==> src/design/nfh_pkg.sv <==
// Package for the NAND flash host controller: command codes, pin timing, op kinds.
// Assumes a 100 MHz core clock and an 8-bit asynchronous NAND part on the far side.
package nfh_pkg;

   // ***************************************
   // Command codes
   // ***************************************
   localparam logic [7:0] CMD_READ_SETUP   = 8'h00;
   localparam logic [7:0] CMD_READ_CONFIRM = 8'h30;
   localparam logic [7:0] CMD_READ_COPY    = 8'h35;
   localparam logic [7:0] CMD_PROG_SETUP   = 8'h80;
   localparam logic [7:0] CMD_COPY_PROG    = 8'h85;
   localparam logic [7:0] CMD_PROG_CONFIRM = 8'h10;
   localparam logic [7:0] CMD_ERASE_SETUP  = 8'h60;
   localparam logic [7:0] CMD_ERASE_CONF   = 8'hd0;
   localparam logic [7:0] CMD_RAND_OUT     = 8'h05;
   localparam logic [7:0] CMD_RAND_OUT_CF  = 8'he0;
   localparam logic [7:0] CMD_RESET        = 8'hff;
   localparam logic [7:0] CMD_STATUS       = 8'h70;
   localparam logic [7:0] CMD_READ_ID      = 8'h90;
   localparam logic [7:0] CMD_ECC_STATUS   = 8'h7a;

   // ***************************************
   // Address layout
   // ***************************************
   localparam int COL_BITS  = 12;
   localparam int ROW_BITS  = 16;
   localparam int ROW_LSB   = 12;
   localparam logic [3:0] COL_HI_PAD = 4'h0;

   // ***************************************
   // Pin timing
   // ***************************************
   localparam int CLK_PERIOD_NS = 10;
   localparam int STROBE_LOW_NS = 20;
   localparam int STROBE_HI_NS  = 20;
   localparam int STROBE_LOW_CYC =
      (STROBE_LOW_NS + CLK_PERIOD_NS - 1) / CLK_PERIOD_NS;
   localparam int STROBE_HI_CYC =
      (STROBE_HI_NS + CLK_PERIOD_NS - 1) / CLK_PERIOD_NS;
   localparam logic [3:0] STROBE_LOW_CNT = 4'(STROBE_LOW_CYC);
   localparam logic [3:0] STROBE_HI_CNT  = 4'(STROBE_HI_CYC);

   // ***************************************
   // Bus cycle kinds
   // ***************************************
   typedef enum logic [1:0] {
      NFH_CYC_CMD  = 2'h0,
      NFH_CYC_ADDR = 2'h1,
      NFH_CYC_WDAT = 2'h2,
      NFH_CYC_RDAT = 2'h3
   } nfh_cyc_t;

   // ***************************************
   // Operations
   // ***************************************
   typedef enum logic [3:0] {
      NFH_OP_READ      = 4'h0,
      NFH_OP_READ_COPY = 4'h1,
      NFH_OP_PROGRAM   = 4'h2,
      NFH_OP_COPY_PROG = 4'h3,
      NFH_OP_ERASE     = 4'h4,
      NFH_OP_RAND_OUT  = 4'h5,
      NFH_OP_RAND_IN   = 4'h6,
      NFH_OP_RESET     = 4'h7,
      NFH_OP_STATUS    = 4'h8,
      NFH_OP_READ_ID   = 4'h9,
      NFH_OP_ECC_STAT  = 4'ha
   } nfh_op_t;

endpackage

==> src/design/nfh_cyc_if.sv <==
// Interface between the sequencer and the pin-level bus cycle engine.
// Assumes both ends share one clock.
`timescale 1ns/1ns
`default_nettype none
interface nfh_cyc_if;
   import nfh_pkg::*;
   logic       req;
   nfh_cyc_t   kind;
   logic [7:0] wdata;
   logic       done;
   logic [7:0] rdata;
   modport seq (output req, output kind, output wdata, input done, input rdata);
   modport eng (input req, input kind, input wdata, output done, output rdata);
endinterface
`default_nettype wire

==> src/design/nfh_cycle.sv <==
// Pin-level bus cycle engine: one command, address, write or read byte per request.
// Assumes the caller holds chip select low and keeps req high until done.
`timescale 1ns/1ns
`default_nettype none
module nfh_cycle (
   input  wire logic core_clk_i,
   input  wire logic rst_i,
   input  wire logic en_i,
   nfh_cyc_if.eng    cyc,
   input  wire logic [7:0] bus_in_i,
   output logic      cmd_latch_o,
   output logic      addr_latch_o,
   output logic      write_strobe_n_o,
   output logic      output_strobe_n_o,
   output logic [7:0] bus_out_o,
   output logic      bus_oe_o
);
   import nfh_pkg::*;

   // ***************************************
   // State
   // ***************************************
   typedef enum logic [2:0] {
      S_IDLE = 3'b001,
      S_LOW  = 3'b010,
      S_HIGH = 3'b100
   } nfh_cst_t;

   typedef struct packed {
      nfh_cst_t   st;
      logic [3:0] cnt;
      logic       cle;
      logic       ale;
      logic       we_n;
      logic       re_n;
      logic       oe;
      logic [7:0] dout;
      logic [7:0] rdata;
      logic       done;
   } nfh_cstate_t;

   nfh_cstate_t r;
   nfh_cstate_t next_r;

   // Strobe timing: low phase then high recovery
   always_comb begin
      next_r      = r;
      next_r.done = 1'b0;
      unique case (r.st)
         S_IDLE: begin
            // Skip the done cycle: the caller's req there is still the old one
            if (cyc.req && !r.done) begin
               next_r.st   = S_LOW;
               next_r.cnt  = STROBE_LOW_CNT;
               next_r.cle  = (cyc.kind == NFH_CYC_CMD);
               next_r.ale  = (cyc.kind == NFH_CYC_ADDR);
               next_r.oe   = (cyc.kind != NFH_CYC_RDAT);
               next_r.dout = cyc.wdata;
               // Read falling edge advances the column counter
               next_r.re_n = (cyc.kind != NFH_CYC_RDAT);
               next_r.we_n = (cyc.kind == NFH_CYC_RDAT);
            end
         end
         S_LOW: begin
            if (r.cnt > 4'h1) begin
               next_r.cnt = r.cnt - 4'h1;
            end else begin
               // Write rising edge latches the byte
               next_r.we_n  = 1'b1;
               next_r.re_n  = 1'b1;
               next_r.st    = S_HIGH;
               next_r.cnt   = STROBE_HI_CNT;
            end
         end
         S_HIGH: begin
            if (r.cnt > 4'h1) begin
               next_r.cnt = r.cnt - 4'h1;
            end else begin
               // Read byte taken late, after the two-stage bus sync has settled
               next_r.rdata = bus_in_i;
               next_r.cle  = 1'b0;
               next_r.ale  = 1'b0;
               next_r.oe   = 1'b0;
               next_r.done = 1'b1;
               next_r.st   = S_IDLE;
            end
         end
      endcase
   end

   // State register
   always_ff @(posedge core_clk_i or posedge rst_i) begin
      if (rst_i) begin
         r <= '{st: S_IDLE, cnt: 4'h0, cle: 1'b0, ale: 1'b0, we_n: 1'b1,
                re_n: 1'b1, oe: 1'b0, dout: 8'h00, rdata: 8'h00, done: 1'b0};
      end else if (en_i) begin
         r <= next_r;
      end
   end

   assign cmd_latch_o       = r.cle;
   assign addr_latch_o      = r.ale;
   assign write_strobe_n_o  = r.we_n;
   assign output_strobe_n_o = r.re_n;
   assign bus_out_o         = r.dout;
   assign bus_oe_o          = r.oe;
   assign cyc.done          = r.done;
   assign cyc.rdata         = r.rdata;
endmodule // nfh_cycle
`default_nettype wire

==> src/design/nfh_host.sv <==
// NAND flash host controller: runs whole operations over the flash pins.
// Assumes a 100 MHz clock; ready/busy and read bus come from pins, synchronised here.
`timescale 1ns/1ns
`default_nettype none
module nfh_host #(
   parameter int MAX_LEN = 2112
) (
   input  wire logic               core_clk_i,
   input  wire logic               rst_i,
   input  wire logic               en_i,
   input  wire logic               op_valid_i,
   output logic                    op_ready_o,
   input  wire nfh_pkg::nfh_op_t   op_i,
   input  wire logic [27:0]        op_addr_i,
   input  wire logic [11:0]        op_len_i,
   input  wire logic               wr_valid_i,
   output logic                    wr_ready_o,
   input  wire logic [7:0]         wr_data_i,
   output logic                    rd_valid_o,
   output logic [7:0]              rd_data_o,
   output logic                    op_done_o,
   output logic                    busy_o,
   input  wire logic               write_enable_i,
   output logic                    chip_sel_n_o,
   output logic                    cmd_latch_o,
   output logic                    addr_latch_o,
   output logic                    write_strobe_n_o,
   output logic                    output_strobe_n_o,
   output logic                    write_protect_n_o,
   input  wire logic [7:0]         shared_bus_lines_i,
   output logic [7:0]              shared_bus_lines_o,
   output logic                    shared_bus_lines_oe_o,
   input  wire logic               ready_busy_n_i
);
   import nfh_pkg::*;

   // Length field is 12 bits wide
   if (MAX_LEN < 1 || MAX_LEN > 4095) begin : g_len_chk
      $error("MAX_LEN out of range");
   end

   // ***************************************
   // State
   // ***************************************
   typedef enum logic [5:0] {
      H_IDLE = 6'b000001,
      H_CMD1 = 6'b000010,
      H_ADDR = 6'b000100,
      H_DATA = 6'b001000,
      H_CMD2 = 6'b010000,
      H_WAIT = 6'b100000
   } nfh_hst_t;

   typedef struct packed {
      nfh_hst_t   st;
      nfh_op_t    op;
      logic [27:0] addr;
      logic [11:0] left;
      logic [2:0] aidx;
      logic       ce;
      logic       req;
      logic       rvalid;
      logic [7:0] rdata;
      logic       done;
      logic [1:0] rb_sync;
      logic [7:0] bus_s1;
   } nfh_hstate_t;

   nfh_hstate_t r;
   nfh_hstate_t next_r;
   nfh_cyc_if   cyc ();
   logic        ready;
   logic [7:0]  bus_s2;
   logic [7:0]  first_cmd;
   logic [7:0]  second_cmd;
   logic [2:0]  addr_cnt;
   logic        has_data;
   logic        has_conf;
   logic        is_read;
   logic        blocked;
   logic [7:0]  addr_byte;
   logic        accept;

   // Ready/busy pin synchronised; level stays meaningful when deselected
   assign ready = r.rb_sync[1];

   // Command set per operation, only defined codes
   always_comb begin
      first_cmd  = CMD_RESET;
      second_cmd = CMD_READ_CONFIRM;
      addr_cnt   = 3'd0;
      has_data   = 1'b0;
      has_conf   = 1'b0;
      is_read    = 1'b0;
      unique case (r.op)
         NFH_OP_READ: begin
            first_cmd = CMD_READ_SETUP; second_cmd = CMD_READ_CONFIRM;
            addr_cnt = 3'd4; has_conf = 1'b1;
         end
         NFH_OP_READ_COPY: begin
            first_cmd = CMD_READ_SETUP; second_cmd = CMD_READ_COPY;
            addr_cnt = 3'd4; has_conf = 1'b1;
         end
         NFH_OP_PROGRAM: begin
            first_cmd = CMD_PROG_SETUP; second_cmd = CMD_PROG_CONFIRM;
            addr_cnt = 3'd4; has_data = 1'b1; has_conf = 1'b1;
         end
         NFH_OP_COPY_PROG: begin
            first_cmd = CMD_COPY_PROG; second_cmd = CMD_PROG_CONFIRM;
            addr_cnt = 3'd4; has_data = 1'b1; has_conf = 1'b1;
         end
         NFH_OP_ERASE: begin
            first_cmd = CMD_ERASE_SETUP; second_cmd = CMD_ERASE_CONF;
            addr_cnt = 3'd2; has_conf = 1'b1;
         end
         NFH_OP_RAND_OUT: begin
            first_cmd = CMD_RAND_OUT; second_cmd = CMD_RAND_OUT_CF;
            addr_cnt = 3'd2; has_conf = 1'b1; has_data = 1'b1; is_read = 1'b1;
         end
         NFH_OP_RAND_IN: begin
            first_cmd = CMD_COPY_PROG; addr_cnt = 3'd2; has_data = 1'b1;
         end
         NFH_OP_RESET:    first_cmd = CMD_RESET;
         NFH_OP_STATUS: begin
            first_cmd = CMD_STATUS; has_data = 1'b1; is_read = 1'b1;
         end
         NFH_OP_READ_ID: begin
            first_cmd = CMD_READ_ID; addr_cnt = 3'd1; has_data = 1'b1; is_read = 1'b1;
         end
         NFH_OP_ECC_STAT: begin
            first_cmd = CMD_ECC_STATUS; has_data = 1'b1; is_read = 1'b1;
         end
         default: first_cmd = CMD_RESET;
      endcase
   end

   // Address byte order; erase sends row bytes only
   always_comb begin
      logic [2:0] slot;
      slot = (r.op == NFH_OP_ERASE) ? r.aidx + 3'd2 : r.aidx;
      unique case (slot)
         3'd0:    addr_byte = r.addr[7:0];
         3'd1:    addr_byte = {COL_HI_PAD, r.addr[11:8]};
         3'd2:    addr_byte = r.addr[19:12];
         default: addr_byte = r.addr[27:20];
      endcase
   end

   // While busy only reset and status may start
   assign blocked = !ready && op_i != NFH_OP_RESET && op_i != NFH_OP_STATUS;
   assign accept  = r.st == H_IDLE && op_valid_i && !blocked && en_i;

   // Sequencer
   always_comb begin
      next_r         = r;
      next_r.rb_sync = {r.rb_sync[0], ready_busy_n_i};
      next_r.bus_s1  = shared_bus_lines_i;
      next_r.rvalid  = 1'b0;
      next_r.done    = 1'b0;
      unique case (r.st)
         H_IDLE: begin
            if (accept) begin
               next_r.op   = op_i;
               next_r.addr = op_addr_i;
               next_r.left = op_len_i;
               next_r.aidx = 3'd0;
               next_r.ce   = 1'b1;
               next_r.req  = 1'b1;
               next_r.st   = H_CMD1;
            end
         end
         H_CMD1: begin
            if (cyc.done) begin
               next_r.req = (addr_cnt != 3'd0) || (has_data && r.left != 12'h0) || has_conf;
               next_r.st  = (addr_cnt != 3'd0) ? H_ADDR
                          : (has_data && r.left != 12'h0) ? H_DATA : H_WAIT;
            end
         end
         H_ADDR: begin
            if (cyc.done) begin
               next_r.aidx = r.aidx + 3'd1;
               if (r.aidx + 3'd1 == addr_cnt) begin
                  next_r.req = 1'b0;
                  next_r.st  = (has_conf && is_read) ? H_CMD2
                             : (has_data && r.left != 12'h0) ? H_DATA
                             : has_conf ? H_CMD2 : H_WAIT;
                  next_r.req = next_r.st != H_WAIT;
               end
            end
         end
         H_DATA: begin
            next_r.req = is_read || wr_valid_i;
            if (cyc.done) begin
               next_r.left = r.left - 12'h1;
               if (is_read) begin
                  next_r.rvalid = 1'b1;
                  next_r.rdata  = cyc.rdata;
               end
               if (r.left == 12'h1) begin
                  next_r.st  = (has_conf && !is_read) ? H_CMD2 : H_WAIT;
                  next_r.req = has_conf && !is_read;
               end
            end
         end
         H_CMD2: begin
            if (cyc.done) begin
               next_r.req = is_read && r.left != 12'h0;
               next_r.st  = next_r.req ? H_DATA : H_WAIT;
            end
         end
         H_WAIT: begin
            // Wait for ready before finishing; select held through busy
            next_r.req = 1'b0;
            if (ready) begin
               next_r.ce   = 1'b0;
               next_r.done = 1'b1;
               next_r.st   = H_IDLE;
            end
         end
      endcase
      if (cyc.done) next_r.req = next_r.req && !(r.st == H_DATA && !is_read && !wr_valid_i);
   end

   // State register
   always_ff @(posedge core_clk_i or posedge rst_i) begin
      if (rst_i) begin
         r <= '{st: H_IDLE, op: NFH_OP_RESET, addr: 28'h0, left: 12'h0, aidx: 3'd0,
                ce: 1'b0, req: 1'b0, rvalid: 1'b0, rdata: 8'h00, done: 1'b0,
                rb_sync: 2'h0, bus_s1: 8'h00};
      end else if (en_i) begin
         r <= next_r;
      end
   end

   // Second stage of the read bus synchroniser
   always_ff @(posedge core_clk_i or posedge rst_i) begin
      if (rst_i) bus_s2 <= 8'h00;
      else if (en_i) bus_s2 <= r.bus_s1;
   end

   // Byte to send for this cycle
   assign cyc.req   = r.req && !(r.st == H_DATA && !is_read && !wr_valid_i);
   assign cyc.kind  = (r.st == H_CMD1 || r.st == H_CMD2) ? NFH_CYC_CMD
                    : (r.st == H_ADDR) ? NFH_CYC_ADDR
                    : is_read ? NFH_CYC_RDAT : NFH_CYC_WDAT;
   assign cyc.wdata = (r.st == H_CMD1) ? first_cmd
                    : (r.st == H_CMD2) ? second_cmd
                    : (r.st == H_ADDR) ? addr_byte : wr_data_i;

   nfh_cycle u_cycle (
      .core_clk_i        (core_clk_i),
      .rst_i             (rst_i),
      .en_i              (en_i),
      .cyc               (cyc),
      .bus_in_i          (bus_s2),
      .cmd_latch_o       (cmd_latch_o),
      .addr_latch_o      (addr_latch_o),
      .write_strobe_n_o  (write_strobe_n_o),
      .output_strobe_n_o (output_strobe_n_o),
      .bus_out_o         (shared_bus_lines_o),
      .bus_oe_o          (shared_bus_lines_oe_o)
   );

   // Outputs
   assign op_ready_o        = r.st == H_IDLE && !blocked;
   assign wr_ready_o        = r.st == H_DATA && !is_read && cyc.done;
   assign rd_valid_o        = r.rvalid;
   assign rd_data_o         = r.rdata;
   assign op_done_o         = r.done;
   assign busy_o            = !ready;
   assign chip_sel_n_o      = !r.ce;
   assign write_protect_n_o = write_enable_i;
endmodule // nfh_host
`default_nettype wire

==> config.mk <==
export PLATFORM = sky130hd
export DESIGN_NAME = nfh_host
export DESIGN_NICKNAME = d
export VERILOG_FILES = /design/src/design/nfh_pkg.sv /design/src/design/nfh_cyc_if.sv /design/src/design/nfh_cycle.sv /design/src/design/nfh_host.sv
export SDC_FILE = /design/constraint.sdc
export NUM_CORES = 1
export LEC_CHECK = 0
export ABC_AREA = 1
export BUFFER_PORTS_ARGS = -buffer_cell sky130_fd_sc_hd__buf_4
export CAP_MARGIN = 10
export CORE_UTILIZATION = 58
export DETAILED_ROUTE_END_ITERATION = 6
export PLACE_DENSITY = 0.89
export REMOVE_ABC_BUFFERS = 1
export SLEW_MARGIN = 20
export SYNTH_ARGS = -nofsm -noshare
export SYNTH_HDL_FRONTEND = slang
export SYNTH_HIERARCHICAL = 1
export SYNTH_SLANG_ARGS = --single-unit
==> constraint.sdc <==
create_clock -name core_clk_i -period 4.2 [get_ports core_clk_i]
set_clock_uncertainty 0.1 [all_clocks]
set_input_delay 1.26 -clock core_clk_i [delete_from_list [all_inputs] [get_ports core_clk_i]]
set_output_delay 1.26 -clock core_clk_i [all_outputs]
set_load 0.1 [all_outputs]
; ---- Word level (Yosys, flattened, before mapping)
; Index checks and enable logic that the tools add are counted.
[totals]
ff_bits = 112
inputBits = 67
[op_classes]
n_addsub = 4
magnitude_cmp = 1
eq_ne = 40
muxes = 62
bitwise_logic = 1
reduce_logical = 57
[op_table]
columns = operator, n
row1 = $mux 6, 14
row2 = $pmux 8 s8, 1
row3 = $mux 55, 1
row4 = $pmux 6 s6, 1
row5 = $pmux 8 s4, 1
row6 = $reduce_and 4->1, 7
row7 = $mux 8, 3
row8 = $pmux 12 s2, 1
row9 = $pmux 8 s3, 1
row10 = $pmux 7 s3, 1
row11 = $mux 20, 1
row12 = $mux 9, 2
row13 = $logic_and 1x1->1, 16
row14 = $mux 1, 16
row15 = $ne 2x2->1 const B, 7
row16 = $eq 12x1->1 const B, 1
row17 = $eq 4x3->1 const B, 3
row18 = $eq 4x4->1 const B, 3
row19 = $mux 12, 1
row20 = $mux 3, 4
row21 = $ne 2x1->1 const B, 6
row22 = $reduce_and 3->1, 4
row23 = $reduce_bool 12->1, 1
row24 = $sub 12x1->12 const B, 1
row25 = other kinds (43), 68

; ---- Depth between registers and ports, before layout
[logic_depth]
word_depth = 12
ltp_mapped = 17

; ---- By module
; Netlist, hierarchy kept.
[by_module_without_submodules]
columns = mod, n_inst, cells_per_inst, area_per_inst_um2, seq_area_each_um2
row1 = nfh_host, 1, 661, 4887.2, 2082.0
row2 = nfh_cycle, 1, 204, 1619.1, 729.4

; ---- Worst setup path before layout
; No wires, ideal clock.
[synth_path]
path_kind = in2out
from = in op_i[2]
to = out op_ready_o
arrival_ns = 1.959
t_required_ns = 2.840
slack_ns = 0.881
path_stages = 5
cell_sequence = inv_1 -> nand4_1 -> nand3_1 -> nand2_1 -> inv_2
[synth_between]
elab_chain_len = 5
elab_cells_between_ends = 6
[synth_rtl]
columns = item, line_no
row1 = "start, declared", nfh_host.sv:13  ; input wire nfh_pkg::nfh_op_t op_i,
row2 = $ne 4x3->1, nfh_host.sv:150  ; assign blocked = !ready && op_i != NFH_OP_RESET && op_i != NFH_OP_STATUS;
row3 = $logic_and 1x1->1, nfh_host.sv:150
row4 = $logic_and 1x1->1 (*), nfh_host.sv:150
row5 = $logic_not 1->1 (*), nfh_host.sv:265  ; assign op_ready_o = r.st == H_IDLE && !blocked;
row6 = $logic_and 1x1->1 (*), nfh_host.sv:265
row7 = "end, declared", nfh_host.sv:12  ; output logic op_ready_o,
; Mark *: on every way between the ends. The rest lies on a longest branch, timed or not.

; ---- Final worst setup path
[layout_path]
from = in op_i[0]
to = out op_ready_o
; Same word-level chain as after synthesis.

==> results list <==
- Floorplan Core Area: 10900 um^2
* Fillers: 914
- Vias in the first global route: ~5500
- Setup slack closes at roughly 0.70 ns.
* Initial DRC Count: 401
- The wire-length estimate of the detail-placed layout is approximately 11 mm.
- CP Data Arrival Time: 2.14 ns
- TritonCTS built the clock tree.
- Global-route wire length before repair: ~25 mm
- Summing the areas of all and, or, nand and nor instances in the mapped netlist gives between 30% and 40% of the synthesized area.
- Period utilisation layout: around 83%
* Result of the run: finished clean
- Summing the areas of all xor and xnor instances in the mapped netlist gives 0.269% of the synthesized area.
- Shortest clock period the worst path allows after layout: 3.50 ns
* Floorplan die area: about 12000 um^2
- Final cell area excluding filler cells: approximately 7300 um^2
- Kind of start point of the critical path: input port
* Setup repair after global routing missed its margin: no
* Cell family with the largest share of critical-path delay: buffers and inverters
- Once the clock tree was built, the setup fixing pass inserted 0 buffers.
- Maximum capacitance violations: 0
* Post-synthesis mux area share: 1.85%
- WP depth: 7
- The final count of hold timing violations came to 0.
* Critical Path Most Common Cell: sky130_fd_sc_hd__buf_4
- Summed over all instances, the cell type with the most area after synthesis is sky130_fd_sc_hd__dfrtp_1.
- The synthesized design contains roughly 110 register bits.
- In this design, the stage delay of the slowest critical-path cell is around 0.28 ns.
- Number of nets in the final layout: between 900 and 1000
- Routability-driven placement finished with a final weighted congestion of between 0.9 and 1.
* Compound-gate portion of the synthesized area: approximately a tenth
- The floorplan has 38 rows.
- Sequential cells were found to cover about 43% of the synthesized design area.
* Worst-case setup slack after placement: 0.699 ns
* Post-Syn Area: 6510 um^2
* Remaining global-route overflow: 0
* CP max-delay cell: sky130_fd_sc_hd__buf_4
- TritonCTS Buffers: 9
- Number of buffers on the longest clock path: 2
- Main flop type after synthesis: sky130_fd_sc_hd__dfrtp_1
- Vias after detailed routing: around 5700
* Width of the chip: around 110 um
- For this run, design rule violations remaining after detail routing come to 0.
- Vias per cell: 5.35
* Number of cells produced by synthesis: between 800 and 900
* Clock root cell: sky130_fd_sc_hd__clkbuf_8
- Relative to the synthesized area, the layout overhead comes to 12.6%.
* Number of flops mapped to enable cells by yosys: 0
- STA puts the critical path data required time at roughly 2.8 ns.
- Sort of element at the end of the critical path: output pin
- Worst-path fanout max: 2
- H-tree level count: 3
* Mean post-synth cell area: between 7 and 8 um^2
- Worst-Skew Late Latency: 0.41 ns
- Cells along the critical path: buf_4 -> inv_1 -> nand4_1 -> nand3_1 -> nand2_1 -> inv_2 -> buf_4
* Fraction of final layout cells with drive strength greater than 1: 21.6%
- Fmax achieved: around 290 MHz
- Power density normalized to cell area: about 600 nW/um^2
- Post-CTS repair changed the size of 0 cells.
- At the pin with the least slew margin, the transition time is about 0.68 ns.
* Worst hold path depth: 2
- For this run, the detailed router's first-pass iteration total came to 5.
* Slew margin rel.: between 50% and 60%
* Pin count of the biggest net entering global routing: 43
* Initial antenna violation count: 0
* Worst path bufs/invs: 4
- IO Port Bufs: between 90 and 100
- The number of max-slew violations in the final report is 0.
- In this run the static leakage power is about 0.004 uW.
- Sorting the synthesized cells by area gives the leading types as sky130_fd_sc_hd__dfrtp_1 40%, sky130_fd_sc_hd__nand2_1 18%, sky130_fd_sc_hd__inv_1 4.7%.
- 95 I/O pins were placed.
* Area after DPL: slightly above 7000 um^2
- Starting utilization of the core area: roughly 60%
- Count of hold buffers inserted by post-cts repair: 0
- Setup TNS: 0 ns
- Routed wirelength normalized by instance count: between 10 and 15 um
- Die span in y: ~110 um
- Clock transition at the registers of the reported paths: 0.12 ns
- The critical path is of the input port to output pin type.
- Worst r2r path cells: 10
* Synth async-reset ratio: 100%
- The clock net in this run drives a total of between 100 and 150 sinks.
- Synthesis Warnings: 6
* Remaining number of nets flagged by the antenna check after routing: 0
- Peak VDD IR: 0.358 mV
- Summed over all layers, the routed wires come to ~15 mm.
- Setup Viol. Count Final: 0
- The path class of the tightest hold or removal check is flop to flop.
* Final antenna diode count: 0
* Arithmetic-cell share of the synthesized area counting full adders, half adders and majority gates: less than 1%
* Largest family of logic cells by synthesized area: simple AND/OR/NAND/NOR gates
- Unique cell type count in the Yosys netlist: between 40 and 50
- Fraction of synthesized cell area taken by the top area cell type: ~40%
- GRT Total Usage: roughly 28%
[layout make-up]
class	count	area [um^2]	area share, %
clock buffers	9	124	1.69
clock inverters	7	95.1	1.30
inverters	102	387	5.28
multi-input cells	605	3010	41.1
flip-flops and latches	112	2810	38.4
well taps	140	175	2.39
repair buffers	96	721	9.84
[cell usage after synthesis, types with 3 or more instances]
master	n
sky130_fd_sc_hd__a21oi_1	23
sky130_fd_sc_hd__a31oi_1	6
sky130_fd_sc_hd__buf_2	9
sky130_fd_sc_hd__buf_4	27
sky130_fd_sc_hd__clkbuf_1	8
sky130_fd_sc_hd__dfrtp_1	105
sky130_fd_sc_hd__dfstp_2	7
sky130_fd_sc_hd__ha_1	5
sky130_fd_sc_hd__inv_1	81
sky130_fd_sc_hd__inv_2	20
sky130_fd_sc_hd__mux2_4	8
sky130_fd_sc_hd__nand2_1	310
sky130_fd_sc_hd__nand2_2	14
sky130_fd_sc_hd__nand2_4	5
sky130_fd_sc_hd__nand3_1	48
sky130_fd_sc_hd__nand3_2	4
sky130_fd_sc_hd__nand4_1	13
sky130_fd_sc_hd__nand4_4	3
sky130_fd_sc_hd__nor2_1	60
sky130_fd_sc_hd__nor2_2	7
sky130_fd_sc_hd__nor2_4	5
sky130_fd_sc_hd__nor3_1	5
sky130_fd_sc_hd__o21ai_0	55
sky130_fd_sc_hd__o21ai_1	9
[metrics by stage]
step	total power (uW)	hold slack [ns]	util, %	std cells
final	4420	0.367	67.3	1071
after floorplan	3200	0.342	-	819
after global routing	4730	0.397	67.3	1071
after global placement	3630	0.350	65.3	1055
after CTS	4420	0.371	67.3	1071
after detailed placement	3690	0.352	65.3	1055
[kinds of logic (layout without fill, tap and decap cells)]
| family | after synthesis | count (layout) |
|---|---|---|
| AOI/OAI and AO/OA | 109 | 109 |
| DFF | 112 | 112 |
| buffers and inverters | 148 | 214 |
| xor gates and xnor gates | 2 | 2 |
| muxes | 8 | 8 |
| adders and majority gates | 5 | 5 |
| and+or+nand+nor | 481 | 481 |
[flip-flops by register name, summed over array words and instances (netlist names)]
name / count
next_r: 1
op_done_o: 1
u_cycle/addr_latch_o: 1
u_cycle/cmd_latch_o: 1
u_cycle/bus_out_o: 8
u_cycle/r: 7
u_cycle/write_strobe_n_o: 1
bus_s2: 8
rd_data_o: 8
u_cycle/output_strobe_n_o: 1
u_cycle/cyc.rdata: 8
u_cycle/cyc.done: 1
rd_valid_o: 1
u_cycle/bus_oe_o: 1
r: 64
[where the power goes]
group          switching, uW  internal (uW)
Sequential               259           1410
Combinational           1430            596
Clock                    421            297
Total                   2110           2300
[worst paths after layout]
kind,from,slack [ns],end
setup / recovery,op_i[0],0.70,op_ready_o
hold / removal,u_cycle/write_strobe_n_o$_DFFE_PP1P_,0.37,u_cycle/write_strobe_n_o$_DFFE_PP1P_
setup reg to reg,r[69]$_DFFE_PP1P_,1.77,u_cycle/output_strobe_n_o$_DFFE_PP1P_
hold reg to reg,u_cycle/write_strobe_n_o$_DFFE_PP1P_,0.37,u_cycle/write_strobe_n_o$_DFFE_PP1P_
max in group asynchronous,rst_i,2.46,r[40]$_DFFE_PP0P_
min in group asynchronous,rst_i,0.74,rd_data_o[4]$_DFFE_PP0P_
[tightest hold or removal path, cell delays in order, from the launching register on]
cell and delay [ns]:
sky130_fd_sc_hd__dfstp_2 0.39, sky130_fd_sc_hd__nand2_1 0.05, sky130_fd_sc_hd__nand2_1 0.04
[routing by layer]
metal,GRT usage [%],vias to the layer above,routed length [um]
met2,45.4,174,7030
met4,11.5,0,462
met3,5.75,37,762
met5,0,-,0
li1,-,2835,-
met1,36.8,2681,6620
[cell usage in the layout (no fill, tap or decap), types with 8 or more instances in the layout]
cell | netlist | final
sky130_fd_sc_hd__inv_1 | 81 | 79
sky130_fd_sc_hd__nand2_2 | 14 | 14
sky130_fd_sc_hd__dfrtp_1 | 105 | 105
sky130_fd_sc_hd__nand2_1 | 310 | 310
sky130_fd_sc_hd__nor2_1 | 60 | 60
sky130_fd_sc_hd__o21ai_0 | 55 | 55
sky130_fd_sc_hd__buf_4 | 27 | 96
sky130_fd_sc_hd__clkbuf_8 | 0 | 9
sky130_fd_sc_hd__nand3_1 | 48 | 48
sky130_fd_sc_hd__o21ai_1 | 9 | 9
sky130_fd_sc_hd__inv_2 | 20 | 21
sky130_fd_sc_hd__a21oi_1 | 23 | 23
sky130_fd_sc_hd__nand4_1 | 13 | 13
sky130_fd_sc_hd__mux2_4 | 8 | 8
Note: power is estimated with default switching activity, not from simulation.
